$ cat src/rtl/acrm_pkg.sv
// Package with opcodes, register map and shared types of the accumulator move decoder.
package acrm_pkg;
  localparam int ACC_W = 4;
  localparam int OP_W = 10;
  localparam logic [OP_W-1:0] OP_LOAD_PULLUP_2 = 10'h22F;
  localparam logic [OP_W-1:0] OP_LOAD_CONVERTER_CONTROL = 10'h204;
  localparam logic [OP_W-1:0] OP_LOAD_CLOCK_BIT = 10'h209;
  localparam logic [OP_W-1:0] OP_LOAD_SERIAL_BUFFER = 10'h238;
  localparam logic [OP_W-1:0] OP_LOAD_IRQ_CONTROL_1 = 10'h03F;
  localparam logic [OP_W-1:0] OP_LOAD_IRQ_CONTROL_2 = 10'h03E;
  localparam logic [OP_W-1:0] OP_LOAD_TIMER_CONTROL_1 = 10'h20E;
  localparam logic [OP_W-1:0] OP_LOAD_TIMER_CONTROL_2 = 10'h20F;
  localparam logic [7:0] ADDR_CTRL = 8'h00;
  localparam logic [7:0] ADDR_STATUS = 8'h04;
  localparam logic [7:0] ADDR_PULLUP_2 = 8'h08;
  localparam logic [7:0] ADDR_CONVERTER = 8'h0C;
  localparam logic [7:0] ADDR_CLOCK_BIT = 8'h10;
  localparam logic [7:0] ADDR_SERIAL = 8'h14;
  localparam logic [7:0] ADDR_IRQ_1 = 8'h18;
  localparam logic [7:0] ADDR_IRQ_2 = 8'h1C;
  localparam logic [7:0] ADDR_TIMER_1 = 8'h20;
  localparam logic [7:0] ADDR_TIMER_2 = 8'h24;
  localparam int CTRL_ENABLE_BIT = 0;
  localparam logic CTRL_ENABLE_RST = 1'b1;
  localparam int STATUS_HIT_BIT = 16;
  localparam logic [1:0] RESP_OKAY = 2'b00;
  localparam logic [1:0] RESP_SLVERR = 2'b10;
  localparam logic [ACC_W-1:0] CTL_RST = 4'h0;

  typedef struct packed {
    logic [ACC_W-1:0] pullup_control_2;
    logic [ACC_W-1:0] converter_control;
    logic clock_control_bit;
    logic [2*ACC_W-1:0] serial_buffer;
    logic [ACC_W-1:0] irq_control_1;
    logic [ACC_W-1:0] irq_control_2;
    logic [ACC_W-1:0] timer_control_1;
    logic [ACC_W-1:0] timer_control_2;
  } acrm_ctl_t;
endpackage

$ cat src/rtl/acrm_dest_reg.sv
// One destination control register loaded by a decoded move.
`timescale 1ns/10ps
module acrm_dest_reg #(
  parameter int WIDTH = 4
) (
  input wire logic mclk,
  input wire logic srst,
  input wire logic clk_en,
  input wire logic load,
  input wire logic [WIDTH-1:0] din,
  output logic [WIDTH-1:0] q
);
  logic [WIDTH-1:0] q_d;
  logic [WIDTH-1:0] q_q;

  // Checked while the design is built, so a bad width never reaches simulation.
  if (WIDTH < 1) begin : g_width_check
    $error("acrm_dest_reg: WIDTH must be at least 1.");
  end

  always_comb begin
    q_d = q_q;
    if (load) begin
      q_d = din;
    end
  end

  always_ff @(posedge mclk) begin
    if (srst) begin
      q_q <= '0;
    end else if (clk_en) begin
      q_q <= q_d;
    end
  end

  assign q = q_q;
endmodule

$ cat src/rtl/acrm_decoder.sv
// Decoder and executor for accumulator to control register moves, with an AXI4-Lite register view.
`timescale 1ns/10ps
// Function
// - Opcode 22F copies the whole accumulator into pull-up control register 2 in one cycle.
// - Opcode 204 copies the accumulator into the converter control register in one cycle.
// - Opcode 209 copies only accumulator bit 0 into the clock control bit in one cycle.
// - Opcode 238 loads the serial buffer high nibble from B and low nibble from the accumulator together.
// - Opcode 03F copies the accumulator into interrupt control register 1 in one cycle.
// - Opcode 03E copies the accumulator into interrupt control register 2 in one cycle.
// - Opcode 20E copies the accumulator into timer control register 1 in one cycle.
// - Opcode 20F copies the accumulator into timer control register 2 in one cycle.
module acrm_decoder
  import acrm_pkg::*;
#(
  parameter int ADDR_W = 8
) (
  input wire logic mclk,
  input wire logic srst,
  input wire logic clk_en,
  input wire logic instr_valid,
  input wire logic [OP_W-1:0] instr_word,
  input wire logic [ACC_W-1:0] acc,
  input wire logic [ACC_W-1:0] reg_b,
  output acrm_ctl_t ctl,
  output logic exec_hit,
  input wire logic [ADDR_W-1:0] s_axi_awaddr,
  input wire logic s_axi_awvalid,
  output logic s_axi_awready,
  input wire logic [31:0] s_axi_wdata,
  input wire logic [3:0] s_axi_wstrb,
  input wire logic s_axi_wvalid,
  output logic s_axi_wready,
  output logic [1:0] s_axi_bresp,
  output logic s_axi_bvalid,
  input wire logic s_axi_bready,
  input wire logic [ADDR_W-1:0] s_axi_araddr,
  input wire logic s_axi_arvalid,
  output logic s_axi_arready,
  output logic [31:0] s_axi_rdata,
  output logic [1:0] s_axi_rresp,
  output logic s_axi_rvalid,
  input wire logic s_axi_rready
);
  if (ADDR_W < 6 || ADDR_W > 8) begin : g_addr_w_check
    $error("acrm_decoder: ADDR_W must lie between 6 and 8.");
  end

  logic enable_q;
  logic enable_d;
  logic [OP_W-1:0] last_op_q;
  logic [OP_W-1:0] last_op_d;
  logic hit_q;
  logic hit_d;
  logic go;
  logic ld_pu2;
  logic ld_conv;
  logic ld_clk;
  logic ld_ser;
  logic ld_irq1;
  logic ld_irq2;
  logic ld_tmr1;
  logic ld_tmr2;
  logic any_hit;

  // Decode is purely combinational so every move finishes in the cycle that presents it.
  assign go = clk_en & instr_valid & enable_q;
  assign ld_pu2 = go & (instr_word == OP_LOAD_PULLUP_2);
  assign ld_conv = go & (instr_word == OP_LOAD_CONVERTER_CONTROL);
  assign ld_clk = go & (instr_word == OP_LOAD_CLOCK_BIT);
  assign ld_ser = go & (instr_word == OP_LOAD_SERIAL_BUFFER);
  assign ld_irq1 = go & (instr_word == OP_LOAD_IRQ_CONTROL_1);
  assign ld_irq2 = go & (instr_word == OP_LOAD_IRQ_CONTROL_2);
  assign ld_tmr1 = go & (instr_word == OP_LOAD_TIMER_CONTROL_1);
  assign ld_tmr2 = go & (instr_word == OP_LOAD_TIMER_CONTROL_2);
  // There is no path back to carry, accumulator or program counter, so no skip can arise.
  assign any_hit = ld_pu2 | ld_conv | ld_clk | ld_ser | ld_irq1 | ld_irq2 | ld_tmr1 | ld_tmr2;

  acrm_dest_reg #(.WIDTH(ACC_W)) u_pu2 (
    .mclk(mclk), .srst(srst), .clk_en(clk_en), .load(ld_pu2), .din(acc), .q(ctl.pullup_control_2)
  );
  acrm_dest_reg #(.WIDTH(ACC_W)) u_conv (
    .mclk(mclk), .srst(srst), .clk_en(clk_en), .load(ld_conv), .din(acc), .q(ctl.converter_control)
  );
  acrm_dest_reg #(.WIDTH(1)) u_clk (
    .mclk(mclk), .srst(srst), .clk_en(clk_en), .load(ld_clk), .din(acc[0]), .q(ctl.clock_control_bit)
  );
  acrm_dest_reg #(.WIDTH(2*ACC_W)) u_ser (
    .mclk(mclk), .srst(srst), .clk_en(clk_en), .load(ld_ser), .din({reg_b, acc}), .q(ctl.serial_buffer)
  );
  acrm_dest_reg #(.WIDTH(ACC_W)) u_irq1 (
    .mclk(mclk), .srst(srst), .clk_en(clk_en), .load(ld_irq1), .din(acc), .q(ctl.irq_control_1)
  );
  acrm_dest_reg #(.WIDTH(ACC_W)) u_irq2 (
    .mclk(mclk), .srst(srst), .clk_en(clk_en), .load(ld_irq2), .din(acc), .q(ctl.irq_control_2)
  );
  acrm_dest_reg #(.WIDTH(ACC_W)) u_tmr1 (
    .mclk(mclk), .srst(srst), .clk_en(clk_en), .load(ld_tmr1), .din(acc), .q(ctl.timer_control_1)
  );
  acrm_dest_reg #(.WIDTH(ACC_W)) u_tmr2 (
    .mclk(mclk), .srst(srst), .clk_en(clk_en), .load(ld_tmr2), .din(acc), .q(ctl.timer_control_2)
  );

  // Write channel state.
  logic aw_have_q;
  logic aw_have_d;
  logic [ADDR_W-1:0] aw_addr_q;
  logic [ADDR_W-1:0] aw_addr_d;
  logic w_have_q;
  logic w_have_d;
  logic [31:0] w_data_q;
  logic [31:0] w_data_d;
  logic [3:0] w_strb_q;
  logic [3:0] w_strb_d;
  logic bvalid_q;
  logic bvalid_d;
  logic [1:0] bresp_q;
  logic [1:0] bresp_d;
  logic aw_fire;
  logic w_fire;
  logic wr_do;
  logic [7:0] wr_addr;

  assign s_axi_awready = clk_en & ~aw_have_q & ~bvalid_q;
  assign s_axi_wready = clk_en & ~w_have_q & ~bvalid_q;
  assign aw_fire = s_axi_awvalid & s_axi_awready;
  assign w_fire = s_axi_wvalid & s_axi_wready;
  assign wr_do = aw_have_q & w_have_q & ~bvalid_q;
  assign wr_addr = 8'(aw_addr_q);

  always_comb begin
    aw_have_d = aw_have_q;
    aw_addr_d = aw_addr_q;
    w_have_d = w_have_q;
    w_data_d = w_data_q;
    w_strb_d = w_strb_q;
    bvalid_d = bvalid_q;
    bresp_d = bresp_q;
    enable_d = enable_q;
    if (aw_fire) begin
      aw_have_d = 1'b1;
      aw_addr_d = s_axi_awaddr;
    end
    if (w_fire) begin
      w_have_d = 1'b1;
      w_data_d = s_axi_wdata;
      w_strb_d = s_axi_wstrb;
    end
    if (wr_do) begin
      aw_have_d = 1'b0;
      w_have_d = 1'b0;
      bvalid_d = 1'b1;
      bresp_d = RESP_SLVERR;
      if (wr_addr == ADDR_CTRL) begin
        bresp_d = RESP_OKAY;
        if (w_strb_q[0]) begin
          enable_d = w_data_q[CTRL_ENABLE_BIT];
        end
      end
    end else if (bvalid_q && s_axi_bready) begin
      bvalid_d = 1'b0;
    end
  end

  always_ff @(posedge mclk) begin
    if (srst) begin
      aw_have_q <= 1'b0;
      aw_addr_q <= '0;
      w_have_q <= 1'b0;
      w_data_q <= 32'h0000_0000;
      w_strb_q <= 4'h0;
      bvalid_q <= 1'b0;
      bresp_q <= RESP_OKAY;
      enable_q <= CTRL_ENABLE_RST;
    end else if (clk_en) begin
      aw_have_q <= aw_have_d;
      aw_addr_q <= aw_addr_d;
      w_have_q <= w_have_d;
      w_data_q <= w_data_d;
      w_strb_q <= w_strb_d;
      bvalid_q <= bvalid_d;
      bresp_q <= bresp_d;
      enable_q <= enable_d;
    end
  end

  assign s_axi_bvalid = bvalid_q;
  assign s_axi_bresp = bresp_q;

  // Read channel and decoder status.
  logic rvalid_q;
  logic rvalid_d;
  logic [31:0] rdata_q;
  logic [31:0] rdata_d;
  logic [1:0] rresp_q;
  logic [1:0] rresp_d;
  logic ar_fire;
  logic [7:0] rd_addr;

  assign s_axi_arready = clk_en & ~rvalid_q;
  assign ar_fire = s_axi_arvalid & s_axi_arready;
  assign rd_addr = 8'(s_axi_araddr);

  always_comb begin
    rvalid_d = rvalid_q;
    rdata_d = rdata_q;
    rresp_d = rresp_q;
    last_op_d = last_op_q;
    hit_d = any_hit;
    if (any_hit) begin
      last_op_d = instr_word;
    end
    if (ar_fire) begin
      rvalid_d = 1'b1;
      rresp_d = RESP_OKAY;
      rdata_d = 32'h0000_0000;
      case (rd_addr)
        ADDR_CTRL: rdata_d[CTRL_ENABLE_BIT] = enable_q;
        ADDR_STATUS: rdata_d = {15'h0000, hit_q, 6'h00, last_op_q};
        ADDR_PULLUP_2: rdata_d[ACC_W-1:0] = ctl.pullup_control_2;
        ADDR_CONVERTER: rdata_d[ACC_W-1:0] = ctl.converter_control;
        ADDR_CLOCK_BIT: rdata_d[0] = ctl.clock_control_bit;
        ADDR_SERIAL: rdata_d[2*ACC_W-1:0] = ctl.serial_buffer;
        ADDR_IRQ_1: rdata_d[ACC_W-1:0] = ctl.irq_control_1;
        ADDR_IRQ_2: rdata_d[ACC_W-1:0] = ctl.irq_control_2;
        ADDR_TIMER_1: rdata_d[ACC_W-1:0] = ctl.timer_control_1;
        ADDR_TIMER_2: rdata_d[ACC_W-1:0] = ctl.timer_control_2;
        default: rresp_d = RESP_SLVERR;
      endcase
    end else if (rvalid_q && s_axi_rready) begin
      rvalid_d = 1'b0;
    end
  end

  always_ff @(posedge mclk) begin
    if (srst) begin
      rvalid_q <= 1'b0;
      rdata_q <= 32'h0000_0000;
      rresp_q <= RESP_OKAY;
      last_op_q <= '0;
      hit_q <= 1'b0;
    end else if (clk_en) begin
      rvalid_q <= rvalid_d;
      rdata_q <= rdata_d;
      rresp_q <= rresp_d;
      last_op_q <= last_op_d;
      hit_q <= hit_d;
    end
  end

  assign s_axi_rvalid = rvalid_q;
  assign s_axi_rdata = rdata_q;
  assign s_axi_rresp = rresp_q;
  assign exec_hit = hit_q;
endmodule

$ cat config.mk
export PLATFORM = sky130hd
export DESIGN_NAME = acrm_decoder
export DESIGN_NICKNAME = d
export VERILOG_FILES = /design/src/rtl/acrm_pkg.sv /design/src/rtl/acrm_dest_reg.sv /design/src/rtl/acrm_decoder.sv
export SDC_FILE = /design/constraint.sdc
export NUM_CORES = 1
export LEC_CHECK = 0
export BUFFER_PORTS_ARGS = -buffer_cell sky130_fd_sc_hd__buf_2
export CAP_MARGIN = 40
export CORE_MARGIN = 2
export CORE_UTILIZATION = 54
export CTS_BUF_LIST = sky130_fd_sc_hd__clkbuf_8
export DETAILED_ROUTE_END_ITERATION = 10
export PLACE_DENSITY = 0.88
export RECOVER_POWER = 25
export SYNTH_ARGS = -nofsm -noshare
export SYNTH_HDL_FRONTEND = slang
export SYNTH_SLANG_ARGS = --single-unit
export TNS_END_PERCENT = 10
$ cat constraint.sdc
create_clock -name mclk -period 3.5 [get_ports mclk]
set_input_delay 0.7 -clock mclk [delete_from_list [all_inputs] [get_ports mclk]]
set_output_delay 0.7 -clock mclk [all_outputs]
set_load 0.01 [all_outputs]
==> results of run 1 <==
-- sequential cells by signal, indices dropped and copies added (netlist names), 4 cells and up --
| name | flops |
|---|---|
| u_conv.q | 4 |
| aw_addr_q | 8 |
| u_pu2.q | 4 |
| u_tmr1.q | 4 |
| u_ser.q | 8 |
| u_tmr2.q | 4 |
| last_op_q | 10 |
| u_irq1.q | 4 |
| u_irq2.q | 4 |
| s_axi_rdata | 11 |
-- layout make-up --
type | instances | area, um^2 | area share [%]
clock buffer | 10 | 137.6 | 3.266
clock inverter | 6 | 35.03 | 0.8314
inverter | 2 | 7.507 | 0.1781
multi-input combinational | 298 | 2016 | 47.83
sequential | 72 | 1441 | 34.20
tap | 80 | 100.1 | 2.375
timing repair buffer | 100 | 476.7 | 11.31
-- power breakdown --
part | switching, mW | internal [mW] | leakage, nW
Combinational | 0.103 | 0.0541 | 1.18
Sequential | 0.00656 | 0.830 | 0.582
Clock | 0.309 | 0.271 | 0.0878
Total | 0.419 | 1.15 | 1.85
-- through the flow --
step / hold WS, ns / instances / utilization (%) / area, um^2 / total power [mW]
5_1_grt: 0.4698 / 568 / 63.07 / 4214 / 1.625
3_5_place_dp: 0.4432 / 551 / 60.88 / 4068 / 1.012
3_3_place_gp: 0.4369 / 551 / 60.88 / 4068 / 1.006
6_report: 0.4559 / 568 / 63.07 / 4214 / 1.574
4_1_cts: 0.4518 / 567 / 63.46 / 4240 / 1.579
2_1_floorplan: 0.4360 / 422 / - / 3755 / 0.9742
-- worst register-to-register path: cells and delay by family, from the launching register on --
kind	cells	cell delay (ns)
AND/OR/NAND/NOR	3	1.26
multiplexers	1	0.28
flip-flops	1	0.43
-- per-layer routing --
metal	track usage, %	wire, um
met1	30.54	4013
met2	41.89	4392
met3	6.762	573
met4	6.818	97
met5	0	0
-- worst paths after layout --
check | to | from | slack, ns
max reg2reg | u_irq2.q[2] | enable_q | 1.38
min reg2reg | s_axi_rdata[4] | s_axi_rdata[4] | 0.46
min | s_axi_rdata[4] | s_axi_rdata[4] | 0.46
max | last_op_q[4] | srst | 0.82
-- cells by family after synthesis --
logic type / share of synthesized area (%)
buf+inv: 8.109
compound gates: 10.66
mux: 15.30
other cells: 0.1021
simple gates: 26.58
flops: 39.25
-- cells in the final DEF, fill, tap and decap left out, drive strengths merged, types with 4 or more instances in the layout --
master  instances
dfxtp          72
buf            69
nor2           46
mux2i          46
clkbuf         40
nand2          35
conb           23
a21oi          16
nand4          13
nor4b          10
nor2b           9
a22oi           9
nor3b           7
nand3           7
o21ai           7
nor3            6
or3             5
nand3b          5
nor4            5
o21a            4
clkinv          4
==> impl_metrics.yaml, run 1 <==
critical_path:
  r2r.worst_path.cells: 4
  critPathArrivalTime_ns: 2.90
  critPathSlowestCell: "clkbuf_1"
  endpoint_kind: "flip-flop"
  crit_family: "buffers and inverters"
  cp_max_fo: 39
  path_buf_inv: 2
  cpPeakStageDelay_ns: 0.98
  worstSetupPathType: "in -> reg"
  path_depth: 5
  worstPathRequired_ns: 3.71
  crit_chain: "clkbuf_1, clkbuf_2, nor2b_1, nand4_1, o311ai_0"
  start_kind: "primary input"
global_route:
  grt-ovfl-total: 0
  grt_pass1_vias: 2966
  grt_max_degree: 40
  grt_pass1_wl_um: 14410
  grt_use_total_pct: 24.57
  antenna_found_initial: 0
placement:
  io_buffers: 96
  gp_congestion: 0.8885
  post-place-ws_ns: 0.8920
  dp_hpwl_um: 6629
die:
  fp-row-count: 30
  die_w_um: 86.47
  pin_count: 154
  initial_core_util_pct: 54.96
  die_h_um: 86.47
  floorplan.die_area_um2: 7476
  core-area_um2: 6681
route:
  first_pass_iters: 4
  drtIter0Drc: 126
  wl_per_cell_um: 15.98
  vias: 3243
  antenna_left: 0
  remaining_drc_errors: 0
  wirelength_um: 9076
  via_per_inst: 5.710
layout:
  layout-drive-gt1-share_pct: 20.90
  antenna-diode-count: 0
  final_net_count: 562
  area_delta_synth_final_pct: 14.75
  fill_cells: 569
synthesis:
  syn_inst: 400
  synthTopCellsByArea: "dfxtp_1 39%, mux2i_1 13%, buf_4 4.9%"
  yosys.area.top_type: "dfxtp_1"
  yosysSeqAreaShare_pct: 39.25
  synth_area_um2: 3672
  synth.top_cells.by_count: "72 x dfxtp_1, 46 x mux2i_1, 46 x nor2_1, 34 x nand2_1, 24 x buf_4"
  yosysMostFrequentCell: "dfxtp_1"
  synth.avg_cell_area_um2: 9.181
  synthArstFlopShare_pct: 0
  synth_top_flop_cell: "dfxtp_1"
  synth_top_area_share_pct: 39.25
  ys_ff_latch: 72
  synth-edff-count: 0
  synth.distinct_cells: 59
  synth_warnings: 0
clocking:
  cts.clk_slew.worst_paths_ns: 0.07
  cts_root_buffer: "clkbuf_8"
  cts_buffers: 9
  ctsResizeCount: 0
  clk_latency_ns: 0.35
  cts_tree: "done"
  cts_buffer_depth: 2
  cts_max_level: 3
  postCtsSetupBuffers: 0
  numClockSinks: 72
  ctsHoldBuffers: 0
timing:
  setup_violations: 0
  worstMarginPinSlew_ns: 1.380
  finalMaxSlewViolations: 0
  hold_violations: 0
  slew_headroom_pct: 7.985
  fmax_ghz: 0.3725
  setup_slack_ns: 0.8155
  finClkSkew_ns: 0.005961
  post-route-min-period_ns: 2.685
  tns_ns: 0
  rsz0062_at_grt: "no"
  fin_crit_sh_pct: 76.70
min_path:
  min_path_type: "reg -> reg"
  hold_depth: 2
power:
  leakage_nw: 1.848
  powerDensity_nw_per_um2: 373.4
  peakVddDrop_uv: 261.2
status:
  status: "completed"
job:
  maxCapViolations: 0
No activity file was read; power rests on OpenSTA's default activity.
==> run 2: changes to the inputs <==
- CORE_UTILIZATION: 54 -> 45
- PLACE_DENSITY: 0.88 -> 0.78
- clock period: 3.5 -> 2.3 ns (I/O delays scaled with it)
==> run 2 against run 1 <==
Via count rose by 1.7%. Clock skew rose by 0.0023 ns. Utilization fell by 8.0 points. Largest power group unchanged. Non-clock buffer count rose by 8. Highest routed layer unchanged.
==> impl_metrics.yaml, run 2 (same netlist as run 1, synthesis figures left out) <==
status:
  status: "completed"
route:
  remaining_drc_errors: 0
  vias: 3299
  via_per_inst: 5.526
  first_pass_iters: 4
  wirelength_um: 9361
  wl_per_cell_um: 15.68
  drtIter0Drc: 155
  antenna_left: 0
critical_path:
  cp_max_fo: 11
  start_kind: "primary input"
  reg2reg_from: "enable_q"
  worstSetupPathType: "in -> reg"
  reg2reg_to: "u_conv.q[0]"
  critPathArrivalTime_ns: 2.00
  r2r.worst_path.cells: 5
  endpoint_kind: "flip-flop"
  worstPathRequired_ns: 2.60
  r2r_setup_slack_ns: 0.60
global_route:
  grt_pass1_vias: 3006
  grt_max_degree: 36
  grt-ovfl-total: 0
  grt_use_total_pct: 21.26
  antenna_found_initial: 0
  grt_pass1_wl_um: 14750
power:
  power.total_mw: 2.412
  power_frac_clock_pct: 37.0
  peakVddDrop_uv: 371.5
  switching_share_pct: 25.88
  internal-power_mw: 1.788
  p_sw_mw: 0.6243
  seqPwrFrac_pct: 52.8
  powerDensity_nw_per_um2: 560.5
  pwr-share-comb_pct: 10.2
  leakage_nw: 1.887
layout:
  mostFrequentLayoutCells: "72 x dfxtp_1, 70 x buf_2, 46 x nor2_1, 46 x mux2i_1, 34 x nand2_1"
  antenna-diode-count: 0
  area_delta_synth_final_pct: 17.17
  final_common_cell: "dfxtp_1"
  design_area_um2: 4303
  largest_reg_flops: 11
  final_util_pct: 55.11
  layout-drive-gt1-share_pct: 22.63
  final_net_count: 570
timing:
  post-route-min-period_ns: 1.701
  worstMarginPinSlew_ns: 0.6142
  finClkSkew_ns: 0.008262
  setup_slack_ns: 0.5993
  fin_crit_sh_pct: 73.95
  slew_headroom_pct: 58.78
  tns_ns: 0
  setup_violations: 0
  rsz0062_at_grt: "no"
  finalMaxSlewViolations: 0
  fmax_ghz: 0.5880
  hold_violations: 0
clocking:
  cts_max_level: 3
  cts_buffer_depth: 2
  numClockSinks: 72
  postCtsSetupBuffers: 0
  clk_latency_ns: 0.35
  ctsResizeCount: 0
  cts_buffers: 9
  cts.clk_slew.worst_paths_ns: 0.07
  ctsHoldBuffers: 0
  cts_root_buffer: "clkbuf_8"
  cts_tree: "done"
die:
  die_w_um: 94.34
  initial_core_util_pct: 47.04
  die_h_um: 94.34
  pin_count: 154
  fp-row-count: 32
  floorplan.die_area_um2: 8899
  core-area_um2: 7807
placement:
  placed_cell_area_um2: 4163
  dp_hpwl_um: 6996
  io_buffers: 96
  post-place-ws_ns: 0.2448
  gp_congestion: 0.8246
min_path:
  hold_depth: 3
  min_to: "aw_addr_q[7]"
  min_from: "s_axi_awaddr[7]"
  min_path_type: "in -> reg"
job:
  maxCapViolations: 0
[run 2: changes by cell type in the layout (fill, tap and decap cells not counted)]
cell	change
clkbuf_1	-3
clkbuf_8	+1
clkinv_2	-2
dlymetal6s2s_1	-1
inv_1	+1
and2_0	+1
clkbuf_2	-1
and2_1	-1
buf_2	+3
clkinvlp_4	-1
buf_4	+10
[run 2: worst max path at each step]
stage,start,endpoint,cells past startpoint
global route,enable_q,u_tmr1.q[3],5
global placement,instr_word[0],last_op_q[3],5
detailed placement,instr_word[2],last_op_q[3],5
floorplan,instr_word[0],last_op_q[3],5
CTS,enable_q,u_tmr2.q[1],5
finish,instr_word[2],last_op_q[3],5
[run 2: final cells by class]
cell class                      count  area, um^2
Fill cell                         736        3505
Multi-Input combinational cell    298        2016
Sequential cell                    72        1441
Timing Repair Buffer              108       538.0
Clock buffer                       11       151.4
Tap cell                          102       127.6
Clock inverter                      4       21.27
Inverter                            2       7.507
[run 2: per-stage QoR]
| step | cells | hold WS, ns |
|---|---|---|
| detailed placement | 582 | 0.4486 |
| global placement | 582 | 0.4406 |
| global route | 597 | 0.3496 |
| floorplan | 422 | 0.4360 |
| finish | 597 | 0.3492 |
| CTS | 597 | 0.3367 |
[run 2: power groups by stage]
stage	Clock, mW	Sequential (mW)	Combinational [mW]
CTS	0.910	1.27	0.245
global route	0.951	1.27	0.270
detailed placement	0	1.30	0.244
finish	0.893	1.27	0.246
global placement	0	1.30	0.238
floorplan	0	1.30	0.182
[run 2: critical path, cell delays in order]
cell and delay (ns):
buf_2 0.18, or3b_1 0.39, a2111o_1 0.51, a31oi_4 0.30, o211a_1 0.16
[run 2: layer usage]
| layer | global-route usage, % | up-vias | wire (um) | share of wire, % |
|---|---|---|---|---|
| met5 | 0 | - | 0 | 0 |
| met3 | 6.145 | 10 | 781 | 8.3 |
| met2 | 36.43 | 151 | 4438 | 47 |
| met4 | 5.072 | 0 | 70 | 0.75 |
| met1 | 26.44 | 1551 | 4071 | 43 |
| li1 | - | 1587 | - | - |
